## config.mk

```make
export PLATFORM = sky130hd
export DESIGN_NAME = rtcc_ctrl
export DESIGN_NICKNAME = d
export VERILOG_FILES = /design/src/verilog/rtcc_pkg.sv /design/src/verilog/rtcc_ctrl.sv /design/src/verilog/rtcc_timer.sv
export SDC_FILE = /design/constraint.sdc
export NUM_CORES = 1
export LEC_CHECK = 0
export BUFFER_PORTS_ARGS = -buffer_cell sky130_fd_sc_hd__buf_2
export CAP_MARGIN = 20
export CORE_MARGIN = 2
export CORE_UTILIZATION = 40
export DETAILED_ROUTE_END_ITERATION = 10
export HOLD_SLACK_MARGIN = 0.08
export PLACE_DENSITY = 0.64
export SLEW_MARGIN = 20
export SYNTH_ARGS = -nofsm -noshare
export SYNTH_HDL_FRONTEND = slang
export SYNTH_SLANG_ARGS = --single-unit
```

## constraint.sdc

```tcl
create_clock -name ref_clk -period 3.52 [get_ports ref_clk]
set_clock_uncertainty 0.2 [all_clocks]
set_input_delay 0.704 -clock ref_clk [delete_from_list [all_inputs] [get_ports ref_clk]]
set_output_delay 0.704 -clock ref_clk [all_outputs]
set_load 0.005 [all_outputs]
```

## src/verilog/rtcc_pkg.sv

```systemverilog
package rtcc_pkg;
    // Indirect register addresses
    localparam logic [3:0] CAPT0_ADDR   = 4'h0;
    localparam logic [3:0] CAPT3_ADDR   = 4'h3;
    localparam logic [3:0] TACTL_ADDR   = 4'h4;
    localparam logic [3:0] OSCCTL_ADDR  = 4'h5;
    localparam logic [3:0] ALARM0_ADDR  = 4'h8;
    localparam logic [3:0] ALARM3_ADDR  = 4'hb;
    // timer_alarm_control fields
    localparam int TRUN_BIT  = 4;
    localparam int AEN_BIT   = 3;
    localparam int FLAG_BIT  = 2;
    localparam int LOAD_BIT  = 1;
    localparam int SNAP_BIT  = 0;
    // oscillator_control fields
    localparam int GAIN_BIT  = 7;
    localparam int MODE_BIT  = 6;
    localparam int BIAS_BIT  = 5;
    localparam int VLD_BIT   = 4;
    localparam int LFO_BIT   = 3;
    localparam logic [7:0] OSCCTL_RST = 8'h00;
    localparam logic [7:0] TACTL_RST  = 8'h00;
    localparam logic [7:0] BYTE_RST   = 8'h00;
    // Clock source encodings
    localparam logic [1:0] SRC_SELF   = 2'h0;
    localparam logic [1:0] SRC_XTAL   = 2'h1;
    localparam logic [1:0] SRC_LFO    = 2'h2;
endpackage

```

## src/verilog/rtcc_ctrl.sv

```systemverilog
//Behaviour
//(RULE1) Timer counts while run bit is 1, holds while 0; an auto-reset alarm match still zeroes it while stopped.
//(RULE2) Writing alarm-enable turns alarm on/off and clears alarm flag.
//(RULE3) Alarm bit reads flag; writing it stores auto-reset enable.
//(RULE4) Alarm flag lasts at most one oscillator cycle, then self-clears; it stays set while a stopped timer sits at the alarm value.
//(RULE5) Writing 1 to load request copies capture into timer; cleared when done.
//(RULE6) Writing 1 to snapshot request copies timer into capture; cleared when done.
//(RULE7) Gain control enabled when its bit is 1, off when 0.
//(RULE8) Mode bit: 0 self-oscillate, 1 crystal.
//(RULE9) Bias doubling active when its bit is 1.
//(RULE10) Oscillation-valid bit reads 1 when amplitude suffices, else 0.
//(RULE11) Low-frequency select 1 forces internal oscillator source; 0 lets mode decide.
//(RULE12) Low three oscillator-control bits read zero, writes ignored.
`timescale 1ns/100ps
module rtcc_ctrl #(
    parameter int TIMER_W = 32
) (
    input  wire logic       ref_clk,
    input  wire logic       rst_n,
    input  wire logic [3:0] reg_addr,
    input  wire logic [7:0] reg_wdata,
    input  wire logic       reg_wr,
    input  wire logic       reg_rd,
    output logic      [7:0] reg_rdata,
    input  wire logic       osc_tick,
    input  wire logic       amp_ok,
    output logic            gain_control_enable,
    output logic            crystal_mode,
    output logic            bias_doubling_enable,
    output logic            lfo_enable,
    output logic      [1:0] clock_source,
    output logic            alarm_event
);
    ////////////////////////////////////////////////////////////////////////////////
    logic                 timer_run_r;
    logic                 alarm_enable_r;
    logic                 autoreset_r;
    logic                 load_req_r;
    logic                 snap_req_r;
    logic                 alarm_flag_r;
    logic                 gain_r;
    logic                 mode_r;
    logic                 bias_r;
    logic                 lfo_r;
    logic                 valid_r;
    logic [7:0]           capt_r  [4];
    logic [7:0]           alarm_r [4];
    logic [7:0]           rdata_nxt;
    logic [TIMER_W-1:0]   count;
    logic [TIMER_W-1:0]   capt_word;
    logic [TIMER_W-1:0]   alarm_word;
    logic [TIMER_W-1:0]   load_val;
    logic                 wr_tactl;
    logic                 wr_osc;
    logic                 match;
    logic                 timer_load;
    logic                 alarm_flag_nxt;

    assign wr_tactl   = reg_wr && (reg_addr == rtcc_pkg::TACTL_ADDR);
    assign wr_osc     = reg_wr && (reg_addr == rtcc_pkg::OSCCTL_ADDR);
    assign capt_word  = {capt_r[3], capt_r[2], capt_r[1], capt_r[0]};
    assign alarm_word = {alarm_r[3], alarm_r[2], alarm_r[1], alarm_r[0]};

    // Compare on every tick while the alarm is enabled, whether or not the timer is running
    assign match      = osc_tick && alarm_enable_r && (count == alarm_word);
    // Auto-reset restarts the timer from zero on the matching tick
    assign timer_load = load_req_r || (match && autoreset_r);
    assign load_val   = load_req_r ? capt_word : '0; // RULE5

    ////////////////////////////////////////////////////////////////////////////////
    rtcc_timer #(
        .WIDTH    (TIMER_W)
    ) u_timer (
        .ref_clk  (ref_clk),
        .rst_n    (rst_n),
        .run      (timer_run_r),
        .tick     (osc_tick),
        .load     (timer_load),
        .load_val (load_val),
        .count_r  (count)
    );

    ////////////////////////////////////////////////////////////////////////////////
    always_ff @(posedge ref_clk) begin
        if (!rst_n) begin
            timer_run_r    <= 1'b0;
            alarm_enable_r <= 1'b0;
            autoreset_r    <= 1'b0;
        end else if (wr_tactl) begin
            timer_run_r    <= reg_wdata[rtcc_pkg::TRUN_BIT]; // RULE1
            alarm_enable_r <= reg_wdata[rtcc_pkg::AEN_BIT]; // RULE2
            autoreset_r    <= reg_wdata[rtcc_pkg::FLAG_BIT]; // RULE3
        end
    end

    // Request bits live one cycle: the transfer completes in that cycle
    always_ff @(posedge ref_clk) begin
        if (!rst_n) begin
            load_req_r <= 1'b0;
            snap_req_r <= 1'b0;
        end else begin
            load_req_r <= wr_tactl && reg_wdata[rtcc_pkg::LOAD_BIT]; // RULE5
            snap_req_r <= wr_tactl && reg_wdata[rtcc_pkg::SNAP_BIT]; // RULE6
        end
    end

    // A match in the clearing cycle still sets the flag
    always_comb begin
        alarm_flag_nxt = alarm_flag_r;
        if (osc_tick) begin
            alarm_flag_nxt = 1'b0; // RULE4
        end
        if (wr_tactl) begin
            alarm_flag_nxt = 1'b0; // RULE2
        end
        if (match) begin
            alarm_flag_nxt = 1'b1;
        end
    end

    always_ff @(posedge ref_clk) begin
        if (!rst_n) begin
            alarm_flag_r <= 1'b0;
        end else begin
            alarm_flag_r <= alarm_flag_nxt;
        end
    end

    ////////////////////////////////////////////////////////////////////////////////
    // Snapshot wins over a software write to a capture byte in the same cycle
    always_ff @(posedge ref_clk) begin
        if (!rst_n) begin
            for (int i = 0; i < 4; i++) begin
                capt_r[i] <= rtcc_pkg::BYTE_RST;
            end
        end else if (snap_req_r) begin
            for (int i = 0; i < 4; i++) begin
                capt_r[i] <= count[8*i +: 8]; // RULE6
            end
        end else if (reg_wr && reg_addr <= rtcc_pkg::CAPT3_ADDR) begin
            capt_r[reg_addr[1:0]] <= reg_wdata;
        end
    end

    always_ff @(posedge ref_clk) begin
        if (!rst_n) begin
            for (int i = 0; i < 4; i++) begin
                alarm_r[i] <= rtcc_pkg::BYTE_RST;
            end
        end else if (reg_wr && reg_addr >= rtcc_pkg::ALARM0_ADDR
                     && reg_addr <= rtcc_pkg::ALARM3_ADDR) begin
            alarm_r[reg_addr[1:0]] <= reg_wdata;
        end
    end

    ////////////////////////////////////////////////////////////////////////////////
    always_ff @(posedge ref_clk) begin
        if (!rst_n) begin
            gain_r <= rtcc_pkg::OSCCTL_RST[rtcc_pkg::GAIN_BIT];
            mode_r <= rtcc_pkg::OSCCTL_RST[rtcc_pkg::MODE_BIT];
            bias_r <= rtcc_pkg::OSCCTL_RST[rtcc_pkg::BIAS_BIT];
            lfo_r  <= rtcc_pkg::OSCCTL_RST[rtcc_pkg::LFO_BIT];
        end else if (wr_osc) begin
            gain_r <= reg_wdata[rtcc_pkg::GAIN_BIT]; // RULE7
            mode_r <= reg_wdata[rtcc_pkg::MODE_BIT]; // RULE8
            bias_r <= reg_wdata[rtcc_pkg::BIAS_BIT]; // RULE9
            lfo_r  <= reg_wdata[rtcc_pkg::LFO_BIT]; // RULE11
        end
    end

    // Amplitude detector is analog; registered once before software sees it
    always_ff @(posedge ref_clk) begin
        if (!rst_n) begin
            valid_r <= 1'b0;
        end else begin
            valid_r <= amp_ok; // RULE10
        end
    end

    always_ff @(posedge ref_clk) begin
        if (!rst_n) begin
            gain_control_enable  <= 1'b0;
            crystal_mode         <= 1'b0;
            bias_doubling_enable <= 1'b0;
            lfo_enable           <= 1'b0;
            clock_source         <= rtcc_pkg::SRC_SELF;
            alarm_event          <= 1'b0;
        end else begin
            gain_control_enable  <= gain_r; // RULE7
            crystal_mode         <= mode_r && !lfo_r; // RULE8
            bias_doubling_enable <= bias_r; // RULE9
            lfo_enable           <= lfo_r; // RULE11
            if (lfo_r) begin
                clock_source <= rtcc_pkg::SRC_LFO; // RULE11
            end else if (mode_r) begin
                clock_source <= rtcc_pkg::SRC_XTAL; // RULE8
            end else begin
                clock_source <= rtcc_pkg::SRC_SELF;
            end
            alarm_event <= alarm_flag_nxt;
        end
    end

    ////////////////////////////////////////////////////////////////////////////////
    always_comb begin
        rdata_nxt = 8'h00;
        if (reg_addr <= rtcc_pkg::CAPT3_ADDR) begin
            rdata_nxt = capt_r[reg_addr[1:0]];
        end else if (reg_addr == rtcc_pkg::TACTL_ADDR) begin
            rdata_nxt[rtcc_pkg::TRUN_BIT] = timer_run_r;
            rdata_nxt[rtcc_pkg::AEN_BIT]  = alarm_enable_r;
            rdata_nxt[rtcc_pkg::FLAG_BIT] = alarm_flag_r; // RULE3
            rdata_nxt[rtcc_pkg::LOAD_BIT] = load_req_r; // RULE5
            rdata_nxt[rtcc_pkg::SNAP_BIT] = snap_req_r; // RULE6
        end else if (reg_addr == rtcc_pkg::OSCCTL_ADDR) begin
            rdata_nxt[rtcc_pkg::GAIN_BIT] = gain_r;
            rdata_nxt[rtcc_pkg::MODE_BIT] = mode_r;
            rdata_nxt[rtcc_pkg::BIAS_BIT] = bias_r;
            rdata_nxt[rtcc_pkg::VLD_BIT]  = valid_r; // RULE10
            rdata_nxt[rtcc_pkg::LFO_BIT]  = lfo_r;
            rdata_nxt[2:0]                = 3'h0; // RULE12
        end else if (reg_addr >= rtcc_pkg::ALARM0_ADDR
                     && reg_addr <= rtcc_pkg::ALARM3_ADDR) begin
            rdata_nxt = alarm_r[reg_addr[1:0]];
        end
    end

    always_ff @(posedge ref_clk) begin
        if (!rst_n) begin
            reg_rdata <= 8'h00;
        end else if (reg_rd) begin
            reg_rdata <= rdata_nxt;
        end else begin
            reg_rdata <= 8'h00;
        end
    end
endmodule

```

## src/verilog/rtcc_timer.sv

```systemverilog
`timescale 1ns/100ps
module rtcc_timer #(
    parameter int WIDTH = 32
) (
    input  wire logic             ref_clk,
    input  wire logic             rst_n,
    input  wire logic             run,
    input  wire logic             tick,
    input  wire logic             load,
    input  wire logic [WIDTH-1:0] load_val,
    output logic      [WIDTH-1:0] count_r
);
    // Load beats counting so a set or auto-reset never loses to a tick
    always_ff @(posedge ref_clk) begin
        if (!rst_n) begin
            count_r <= '0;
        end else if (load) begin
            count_r <= load_val;
        end else if (run && tick) begin // RULE1
            count_r <= count_r + 1'b1;
        end
    end
endmodule

```

After elaboration in Yosys (flattened, before gate mapping) --
Memory sizes are Yosys's and may differ from the RTL's. Index checks and enable logic that the tools add are counted. Widths: inputs -> output; s select.
Word-level totals: memories kept 2, bits of input ports 18, register bits after elaboration 57, memory bits (writable) 64, word-level logic and storage cells 88, output and inout bits 15
Cells by class: reduce and logical (&&, ||, !) cells 21, bitwise operators 5, add/subtract/negate cells 1, mux-type cells 34, eq/ne operators 3, order comparisons 3
Memories:
- alarm_r | words 4, bits a word 8, rd ports 5, clocked after memory_dff 0, wr ports 4, line rtcc_ctrl.sv:47 | logic [7:0] alarm_r [4];
- capt_r | words 4, bits a word 8, rd ports 5, clocked after memory_dff 0, wr ports 4, line rtcc_ctrl.sv:46 | logic [7:0] capt_r [4];
Operators with widths (number):
- $mux 32 | 3
- $mux 8 | 9
- $add 32x1->32 const B | 1
- $eq 32x32->1 | 1
- $mux 1 | 17
- $reduce_or 8->1 | 2
- $logic_and 1x1->1 | 13
- $eq 4x3->1 const B | 2
- $mux 2 | 3
- $mux 5 | 1
- $ge 4x4->1 const B | 1
- $le 4x2->1 const B | 1
- $le 4x4->1 const B | 1
- $or 1x1->1 | 4
- $mux 3 | 1
- $reduce_bool 3->1 | 1
- $reduce_and 2->1 | 1
- $reduce_bool 2->1 | 1
- $reduce_or 2->1 | 1
- $logic_not 1->1 | 1
- $logic_or 1x1->1 | 1
- $not 1->1 | 1

Longest topological paths before layout --
Gate-level depths: netlist of run 1.
depth in word-level cells 8, depth in mapped cells 8, gate-level depth less buffers 7

Cells and area by module --
A second synthesis of run 1 with hierarchy kept.
Second synthesis, totals: cell total of the unflattened synthesis 609, area total of the unflattened synthesis 6376.1 sq um
By module, submodules not included:
- rtcc_ctrl | instances 1, seq. area each 2402.3 sq um, area each 4568.1 sq um, cells each 379
- rtcc_timer | instances 1, seq. area each 640.6 sq um, area each 1808.0 sq um, cells each 230

Least setup slack after synthesis of run 1 --
No wires, ideal clock.
path type in2reg, start point input port reg_addr[1], end point memory alarm_r[3][0] (enable), stages on the path 4, data arrival time 2.232 ns, buffers on the path 2, data required time 2.933 ns, library setup time 0.387 ns, path slack 0.701 ns, path through clkbuf_1 clkbuf_1 nand2_1 o31ai_1
RTL lines:
- start, declared | line rtcc_ctrl.sv:20 | input wire logic [3:0] reg_addr,
- end, declared | line rtcc_ctrl.sv:47

Worst setup path after layout of run 1 --
start point register u_timer.count_r[0], end point register u_timer.count_r[28]
On the way: word-level cells in the longest chain between the ends 5, elaborated cells on any way between the ends 8, those cells by class 1 x add/sub; 1 x eq/ne; 2 x mux; 4 x reduce/logical
Ends and longest elaborated chain:
- start, declared | line rtcc_timer.sv:11 | output logic [WIDTH-1:0] count_r
- start signal, assigned | line rtcc_timer.sv:18 | count_r <= load_val;
- start signal, assigned | line rtcc_timer.sv:20 | count_r <= count_r + 1'b1;
- parallel branches: the longest is 5 deep, another holds $add 32x1->32
Parallel ways; which one is timed is not known. The select of a mux whose other input is x is not followed. A chain may end at the register's enable or synchronous reset.

==> results of run 1 <==
critical path, stage by stage, from the launching register on:
cell	delay, ns
sky130_fd_sc_hd__dfxtp_1	0.48
sky130_fd_sc_hd__ha_1	0.25
sky130_fd_sc_hd__nand2_1	0.20
sky130_fd_sc_hd__nor3_2	0.54
sky130_fd_sc_hd__nand3_1	0.26
sky130_fd_sc_hd__o21ai_0	0.21
sky130_fd_sc_hd__a21boi_0	0.25
sky130_fd_sc_hd__o2111a_1	0.21
layout make-up:
type	instances	area, µm²	area share, %
repair buffers	53	318	4.30
clock buffers	25	518	7.01
multi-input cells	416	3130	42.4
diodes	1	2.50	0.0339
flip-flops and latches	120	3040	41.2
clock inverters	7	40.0	0.542
inverters	16	60.1	0.813
well taps	216	270	3.66
through the flow:
stage	utilization (%)	setup WS (ns)	instances	hold slack (ns)
CTS	46.6	0.908	853	0.269
floorplan	-	0.701	597	0.232
detailed placement	43.1	0.577	821	0.268
global placement	43.1	0.636	821	0.256
finish	46.7	0.858	854	0.273
global route	46.6	0.678	853	0.280
per-layer routing:
layer | up-vias | share of wire (%) | GRT usage [%]
li1 | 2289 | - | -
met2 | 328 | 46 | 38.7
met5 | - | 0 | 0
met3 | 56 | 10 | 7.65
met1 | 2548 | 40 | 32.5
met4 | 0 | 3.0 | 11.3
sequential cells by signal, summed over array words and instances, names as in the netlist:
signal                cells
load_req_r                1
clock_source              1
crystal_mode              1
bias_r                    1
valid_r                   1
lfo_enable                1
reg_rdata                 8
alarm_enable_r            1
u_timer.count_r          32
alarm_r                  32
gain_r                    1
snap_req_r                1
capt_r                   32
mode_r                    1
bias_doubling_enable      1
timer_run_r               1
alarm_event               1
lfo_r                     1
gain_control_enable       1
autoreset_r               1
power by group through the flow:
stage               clock [mW]  sequential, mW  combinational, mW
global placement             0            1.59              0.218
CTS                       1.65            1.56              0.222
detailed placement           0            1.59              0.221
floorplan                    0            1.57              0.142
global route              1.70            1.57              0.241
finish                    1.64            1.57              0.226
cells in the mapped netlist, drive strengths merged, types with 2 or more instances:
cell type	instances
edfxtp	64
dfxtp	56
nor2	43
nand2	37
xor2	36
a22o	33
clkbuf	29
and2	28
a2bb2oi	22
a21oi	21
o21ai	21
nor3	20
o211a	18
buf	16
inv	16
mux4	16
mux2i	14
and3	13
nand4	10
nand3	9
nor2b	9
nor4	9
nand2b	8
xnor2	8
o2111a	5
and4	4
o22a	4
o31ai	4
nor3b	3
a211oi	2
a21boi	2
cells in the final DEF, fill, tap and decap left out, drive strengths merged, types with 9 or more instances in the layout:
master,n
nor3,20
mux2i,14
xor2,36
buf,53
mux4,16
dfxtp,56
inv,16
edfxtp,64
nand3,9
and3,13
a22o,33
nand2,37
nor2,43
nor4,9
a21oi,21
o211a,18
nand4,10
clkbuf,25
o21ai,21
nor2b,9
a2bb2oi,22
and2,28
final timing paths:
path                                            end
worst max-delay path            u_timer.count_r[28]
worst min-delay path                clock_source[0]
worst max register to register  u_timer.count_r[28]
worst min register to register      clock_source[0]
cell families (layout without fill, tap and decap cells):
kind of cell | count (synthesis) | after routing | synth area share (%)
compound gates | 144 | 144 | 18.3
buf+inv | 61 | 101 | 4.27
mux | 30 | 30 | 7.76
simple gates | 197 | 197 | 16.4
other cells | 0 | 1 | 0
flops | 120 | 120 | 47.2
xor+xnor | 44 | 44 | 5.97
fa+ha+maj | 1 | 1 | 0.194
==> results.cfg, run 1 <==
[timing]
setup-tns-final_ns = 0
slew_violations = 0
setup-violations-final = 0
rsz_0062_raised_after_global_routing = false
finalHoldViolations = 0
fin_crit_sh_pct = 75.6
relSlewSlack_pct = 43.5
achievable-frequency_ghz = 0.376
worstMarginPinSlew_ns = 0.845
period_minus_slack_ns = 2.66

[pwr]
maximum_ir_drop_on_the_vdd_rail_mv = 0.401
p_clk_share_pct = 47.7
power_density_mw_per_mm2 = 464
share_comb_of_total_power_pct = 6.6
switching_fraction_of_total_power_pct = 23.5
p_total_mw = 3.43
switching_power_mw = 0.808
static-leakage-power_nw = 3.00
power_frac_seq_pct = 45.7
power_report.internal_total_mw = 2.62

[clock_network]
cts_repair_resize_count = 0
ctsHtreeMaxLevel = 4
cts.sinks = 120
insertion_delay_to_the_later_sink_of_the_worst_skew_pair_ns = 0.43
maximum_number_of_buffers_from_clock_root_to_sink = 2
clock_tree.root_cell = sky130_fd_sc_hd__clkbuf_16
tritoncts = yes
post_cts_hold_buffer_count = 0
tritoncts.num_buffers = 17
clkSlewWorstSetupHoldPaths_ns = 0.06
cts_setup_buffers = 0

[yosys]
mappedNetlistArea_mm2 = 0.00645
synth_fp_nets = 616
sequential_element_share_of_the_synthesized_area_pct = 47.2
ys_dominant_reg_cell = sky130_fd_sc_hd__edfxtp_1
yosys_warnings = 0
synth.avg_cell_area_um2 = 10.8
synth_top_cell_area_share_pct = 29.8
synth_top_area_cell = sky130_fd_sc_hd__edfxtp_1
synth.area.top_cells = sky130_fd_sc_hd__edfxtp_1 30%, sky130_fd_sc_hd__dfxtp_1 17%, sky130_fd_sc_hd__mux4_2 5.6%
post_synth_inst_count = 597
ys_seq_elements = 120
ys_async_sr_fraction_pct = 0
yosys_cell_types = 57
synth_edf_count = 64

[floorplan]
ioPinCount = 33
core_region_area_mm2 = 0.0158
fp.dieArea_mm2 = 0.0172
chipWidth_um = 131
initial_core_util_pct = 40.8
placement_rows = 46
chipHeight_um = 131

[layout]
fillCellCount = 1432
final_net_count = 643
final_layout_size_suffix_gt1_share_pct = 18.1
final_area_mm2 = 0.00738
area.growth.synth_to_final_pct = 14.5

[worst_setup_path]
worstSetupStartpointType = flip-flop
end_kind = flip-flop
largest_fanout_of_any_net_on_the_critical_path = 7
timing.critical_path.from = u_timer.count_r[0]
r2r_cells = 7
r2r_slack_ns = 0.86
path_class = flip-flop to flip-flop
critPathRequiredTime_ns = 3.69
worst_ep_arrival_time_ns = 2.83
r2r-start = u_timer.count_r[0]

[grt]
largest_net_degree_at_the_start_of_global_routing = 33
groute.usage.overall_pct = 25.1
grt_pass1_vias = 5058
globalRoute.totalOverflow = 0
antenna_found_initial = 0
grt_first_pass_wirelength_mm = 30.8

[placement]
port-buffer-count = 32
dp_hpwl_mm = 14.6
placed_area_mm2 = 0.00682
gp_congestion = 0.959

[drt]
drt_wl_total_mm = 20.3
detail_route.vias_per_cell = 6.11
drt-initial-drc-count = 541
drc = 0
number_of_antenna_violating_nets_in_the_routed_design = 0
wire_per_inst_um = 23.7
drt_pass1_iterations = 6
via_count = 5221

[job]
max_cap_viol_count = 0

[worst_hold_path]
timing.hold.worst_path_depth = 1
worstHoldPathType = flip-flop to flip-flop
hold_path_origin = lfo_r

[run_status]
status = finished clean
(Power assumes the default switching activity.)
==> inputs of run 2 (changes only) <==
--- a/config.mk
+++ b/config.mk
@@ -11,7 +11,7 @@
 export CORE_UTILIZATION = 40
 export DETAILED_ROUTE_END_ITERATION = 10
 export HOLD_SLACK_MARGIN = 0.08
-export PLACE_DENSITY = 0.64
+export PLACE_DENSITY = 0.66
 export SLEW_MARGIN = 20
 export SYNTH_ARGS = -nofsm -noshare
 export SYNTH_HDL_FRONTEND = slang
==> constraint.sdc (replaced) <==
create_clock -name ref_clk -period 2.4 [get_ports ref_clk]
set_clock_uncertainty 0.2 [all_clocks]
set_input_delay 0.48 -clock ref_clk [delete_from_list [all_inputs] [get_ports ref_clk]]
set_output_delay 0.48 -clock ref_clk [all_outputs]
set_load 0.005 [all_outputs]
==> results.cfg, run 2 (synthesis gave the netlist of run 1 again) <==
[run_status]
status = finished, violations left
violations = negative setup slack

[timing]
achievable-frequency_ghz = 0.407
post-route-worst-setup-slack_ns = -0.0590
worstMarginPinSlew_ns = 0.701
relSlewSlack_pct = 53.1
fin_crit_sh_pct = 102
fin_hold_ws_ns = 0.272
slew_violations = 0
setup-violations-final = 10
setup-tns-final_ns = -0.313
finalHoldViolations = 0
rsz_0062_raised_after_global_routing = true
period_minus_slack_ns = 2.46

[clock_network]
clkSlewWorstSetupHoldPaths_ns = 0.06
clock_tree.root_cell = sky130_fd_sc_hd__clkbuf_16
tritoncts.num_buffers = 17
ctsHtreeMaxLevel = 4
insertion_delay_to_the_later_sink_of_the_worst_skew_pair_ns = 0.42
maximum_number_of_buffers_from_clock_root_to_sink = 2
cts.sinks = 120
tritoncts = yes

[floorplan]
ioPinCount = 33
fp.dieArea_mm2 = 0.0172
placement_rows = 46
chipHeight_um = 131
initial_core_util_pct = 40.8
chipWidth_um = 131
core_region_area_mm2 = 0.0158

[worst_setup_path]
timing.critical_path.from = alarm_r[0][0]
r2r-start = alarm_r[0][0]
cp_top_family = compound AO/OA/AOI/OAI gates
critPathRequiredTime_ns = 2.51
r2r_slack_ns = -0.06
worst_ep_arrival_time_ns = 2.57
path_buf_inv = 2
worstSetupStartpointType = flip-flop
crit_top_cell = sky130_fd_sc_hd__buf_4
largest_fanout_of_any_net_on_the_critical_path = 5
critical_path.cell_chain = xor2_1, nor4_1, buf_4, nand4_1, o311ai_4, buf_4, a2bb2oi_1, a21oi_1
critPathSlowestCell = sky130_fd_sc_hd__edfxtp_1
path_class = flip-flop to flip-flop
end_kind = flip-flop
crit_path_max_incr_delay_ns = 0.43

[drt]
via_count = 5465
drc = 0
drt_wl_total_mm = 21.5
drt_pass1_iterations = 7
drt-initial-drc-count = 860
detail_route.vias_per_cell = 6.03
number_of_antenna_violating_nets_in_the_routed_design = 0
wire_per_inst_um = 23.8

[placement]
port-buffer-count = 32
gp_congestion = 1.00
placed_cells_incl_taps = 867
placed_area_mm2 = 0.00722
dp_hpwl_mm = 15.4

[grt]
grt_first_pass_wirelength_mm = 31.7
grt_pass1_vias = 5180
groute.usage.overall_pct = 25.9
largest_net_degree_at_the_start_of_global_routing = 33
globalRoute.totalOverflow = 0
antenna_found_initial = 0

[layout]
fillCellCount = 1401
final_net_count = 696
biggestRegsByFlops = alarm_r: 32 flops, capt_r: 32 flops, u_timer.count_r: 32 flops
num_antenna_cells = 0
stdcell_count = 906
final_area_mm2 = 0.00799
final_common_cell = sky130_fd_sc_hd__buf_4
area.growth.synth_to_final_pct = 23.8
final_layout_size_suffix_gt1_share_pct = 26.1
most_used_cells_in_the_layout_excluding_fill_and_tap_cells = 65 x sky130_fd_sc_hd__buf_4, 64 x sky130_fd_sc_hd__edfxtp_1, 56 x sky130_fd_sc_hd__dfxtp_1

[worst_hold_path]
worstHoldPathType = primary input to flip-flop
hold_path_origin = osc_tick

[job]
max_cap_viol_count = 0

[pwr]
static-leakage-power_nw = 3.35
power_density_mw_per_mm2 = 662
maximum_ir_drop_on_the_vdd_rail_mv = 0.508
==> run 2: timing repair <==
action / CTS / global route
endpoints found under the setup margin: 32 / 32
gates resized for setup: 1 / 17
hold buffers: 1 / 0
endpoints found under the hold margin: 1 / 0
buffers inserted: 0 / 3
pin swaps: 0 / 6
gates cloned: 0 / 3
==> run 2: worst register-to-register path, delay by kind of cell (launching register included) <==
kind	cells	cell delay [ns]
xor+xnor	1	0.17
buf+inv	2	0.40
simple gates	2	0.52
compound gates	3	0.64
flops	1	0.43
==> run 2: path summary, 6_finish.rpt <==
path	cells past startpoint	end
setup / recovery	8	u_timer.count_r[8]
hold / removal	3	alarm_event
setup reg to reg	8	u_timer.count_r[8]
hold reg to reg	1	clock_source[0]
==> run 2: final cells by class <==
class                      count  area [µm²]  area share (%)
multi-input combinational    416        3210            40.2
sequential                   120        3040            38.1
timing repair buffer         106         797            9.98
clock buffer                  17         425            5.33
tap                          216         270            3.38
clock inverter                15         180            2.26
inverter                      16        60.1           0.752
==> run 2: report_power, final <==
part / internal (mW) / switching (mW)
logic: 0.165 / 0.226
clock network: 1.63 / 0.977
registers: 2.23 / 0.0609
total: 4.02 / 1.26
==> run 2: through the flow <==
step / setup slack, ns / power (mW) / util, %
2_1_floorplan: 0.0203 / 2.51 / -
3_3_place_gp: -0.122 / 2.69 / 45.6
3_5_place_dp: -0.110 / 2.70 / 45.6
4_1_cts: 0.00398 / 5.27 / 49.6
5_1_grt: -0.109 / 5.41 / 50.5
6_report: -0.0590 / 5.29 / 50.5
==> run 2: metal layers <==
layer | up-vias | part of all wire [%] | global-route usage, %
met5 | - | 0 | 0
met4 | 0 | 4.0 | 10.8
met3 | 56 | 9.3 | 4.07
met2 | 334 | 46 | 40.8
met1 | 2674 | 41 | 35.7
li1 | 2401 | - | -
==> inputs of run 3 (changes only) <==
--- a/config.mk
+++ b/config.mk
@@ -11,8 +11,9 @@
 export CORE_UTILIZATION = 40
 export DETAILED_ROUTE_END_ITERATION = 10
 export HOLD_SLACK_MARGIN = 0.08
-export PLACE_DENSITY = 0.66
+export PLACE_DENSITY = 0.64
 export SLEW_MARGIN = 20
 export SYNTH_ARGS = -nofsm -noshare
 export SYNTH_HDL_FRONTEND = slang
 export SYNTH_SLANG_ARGS = --single-unit
+export TNS_END_PERCENT = 10
==> constraint.sdc (replaced) <==
create_clock -name ref_clk -period 2.7 [get_ports ref_clk]
set_clock_uncertainty 0.2 [all_clocks]
set_input_delay 0.54 -clock ref_clk [delete_from_list [all_inputs] [get_ports ref_clk]]
set_output_delay 0.54 -clock ref_clk [all_outputs]
set_load 0.005 [all_outputs]
==> results.cfg, run 3 (synthesis gave the netlist of run 1 again) <==
[drt]
detail_route.vias_per_cell = 6.09
drt-initial-drc-count = 707
number_of_antenna_violating_nets_in_the_routed_design = 0
drt_pass1_iterations = 7
via_count = 5300
drt_wl_total_mm = 21.1
drc = 0
wire_per_inst_um = 24.2

[clock_network]
tritoncts = yes
ctsHtreeMaxLevel = 4
tritoncts.num_buffers = 17
clkSlewWorstSetupHoldPaths_ns = 0.06
insertion_delay_to_the_later_sink_of_the_worst_skew_pair_ns = 0.43
maximum_number_of_buffers_from_clock_root_to_sink = 2
cts.sinks = 120
clock_tree.root_cell = sky130_fd_sc_hd__clkbuf_16
post_cts_hold_buffer_count = 0

[layout]
area.growth.synth_to_final_pct = 17.5
stdcell_count = 870
register_area_mm2 = 0.00304
final_common_cell = sky130_fd_sc_hd__edfxtp_1
fillCellCount = 1424
final_area_mm2 = 0.00758
final_net_count = 660
num_antenna_cells = 0
most_used_cells_in_the_layout_excluding_fill_and_tap_cells = 64 x sky130_fd_sc_hd__edfxtp_1, 56 x sky130_fd_sc_hd__dfxtp_1, 43 x sky130_fd_sc_hd__nor2_1
biggestRegsByFlops = alarm_r: 32 flops, capt_r: 32 flops, u_timer.count_r: 32 flops
multi_input_comb_area_mm2 = 0.00315
final_layout_size_suffix_gt1_share_pct = 20.8

[timing]
slew_violations = 0
setup-tns-final_ns = 0
setup-violations-final = 0
fin_hold_ws_ns = 0.123
achievable-frequency_ghz = 0.394
fin_crit_sh_pct = 93.9
worstMarginPinSlew_ns = 0.621
relSlewSlack_pct = 58.5
rsz_0062_raised_after_global_routing = false
period_minus_slack_ns = 2.54
finalHoldViolations = 0

[worst_setup_path]
worst_ep_arrival_time_ns = 2.70
crit_path_max_incr_delay_ns = 0.46
worstSetupStartpointType = flip-flop
critPathRequiredTime_ns = 2.87
critPathSlowestCell = sky130_fd_sc_hd__nor4_2
largest_fanout_of_any_net_on_the_critical_path = 21
end_kind = flip-flop
critical_path.cell_chain = xor2_1, nor4_2, nand4_1, o41ai_2, nand2b_1, buf_12, o2111a_1
path_class = flip-flop to flip-flop

[floorplan]
fp.dieArea_mm2 = 0.0172
initial_core_util_pct = 40.8
ioPinCount = 33
placement_rows = 46
chipHeight_um = 131
chipWidth_um = 131
core_region_area_mm2 = 0.0158

[grt]
antenna_found_initial = 0
groute.usage.overall_pct = 25.9
grt_pass1_vias = 5072
globalRoute.totalOverflow = 0
largest_net_degree_at_the_start_of_global_routing = 33
grt_first_pass_wirelength_mm = 31.8

[pwr]
power_density_mw_per_mm2 = 616
p_total_mw = 4.67
switching_power_mw = 1.10
share_comb_of_total_power_pct = 6.6
maximum_ir_drop_on_the_vdd_rail_mv = 0.369
p_clk_share_pct = 49.6
power_frac_seq_pct = 43.8
static-leakage-power_nw = 3.11
switching_fraction_of_total_power_pct = 23.5
power_report.internal_total_mw = 3.57

[placement]
port-buffer-count = 32
gp_congestion = 0.976
dp_hpwl_mm = 15.0
placed_area_mm2 = 0.00696
placed_cells_incl_taps = 838

[job]
max_cap_viol_count = 0

[run_status]
status = finished clean

[worst_hold_path]
worstHoldPathType = primary input to flip-flop
## run 3: stage by stage
step / setup WS [ns] / utilization (%)
global route: 0.0720 / 47.9
global placement: 0.00628 / 44.0
CTS: 0.0919 / 47.8
floorplan: 0.0450 / -
detailed placement: 0.102 / 44.0
finish: 0.164 / 47.9
## run 3: power groups by stage
stage	Combinational (mW)	Sequential [mW]	Clock, mW
floorplan	0.186	2.04	0
global route	0.328	2.04	2.41
finish	0.308	2.04	2.32
CTS	0.300	2.04	2.33
detailed placement	0.299	2.08	0
global placement	0.295	2.08	0
## run 3: final cells by class
cell class                      instances  share of cell area, %
Multi-Input combinational cell        416                   41.6
Clock buffer                           19                   5.85
Tap cell                              216                   3.57
Clock inverter                         13                   2.01
Inverter                               16                  0.793
Sequential cell                       120                   40.2
Timing Repair Buffer                   70                   6.04
## run 3: final timing paths
path                               to  cells past startpoint  slack, ns          start
setup reg to reg  u_timer.count_r[29]                      7       0.16  alarm_r[0][6]
setup / recovery  u_timer.count_r[29]                      7       0.16  alarm_r[0][6]
hold reg to reg       clock_source[0]                      2       0.29         mode_r
hold / removal                valid_r                      2       0.12         amp_ok
## run 3: worst max-delay path: cells and delay by family (launching register included)
kind                   cells  cell delay (ns)
XOR/XNOR                   1             0.20
buffers and inverters      1             0.19
flip-flops                 1             0.42
AO/OA/AOI/OAI              2             0.52
AND/OR/NAND/NOR            3             0.93
## run 3: layer usage
metal / up-vias / GRT usage (%) / part of all wire, %
li1: 2326 / - / -
met3: 68 / 5.90 / 9.5
met1: 2591 / 35.2 / 41
met4: 0 / 9.82 / 3.2
met2: 315 / 40.3 / 46
met5: - / 0 / 0
## run 3: what timing repair did
action,CTS,global route
setup buffers,0,0
endpoints found under the setup margin,0,31
gates resized for setup,0,3
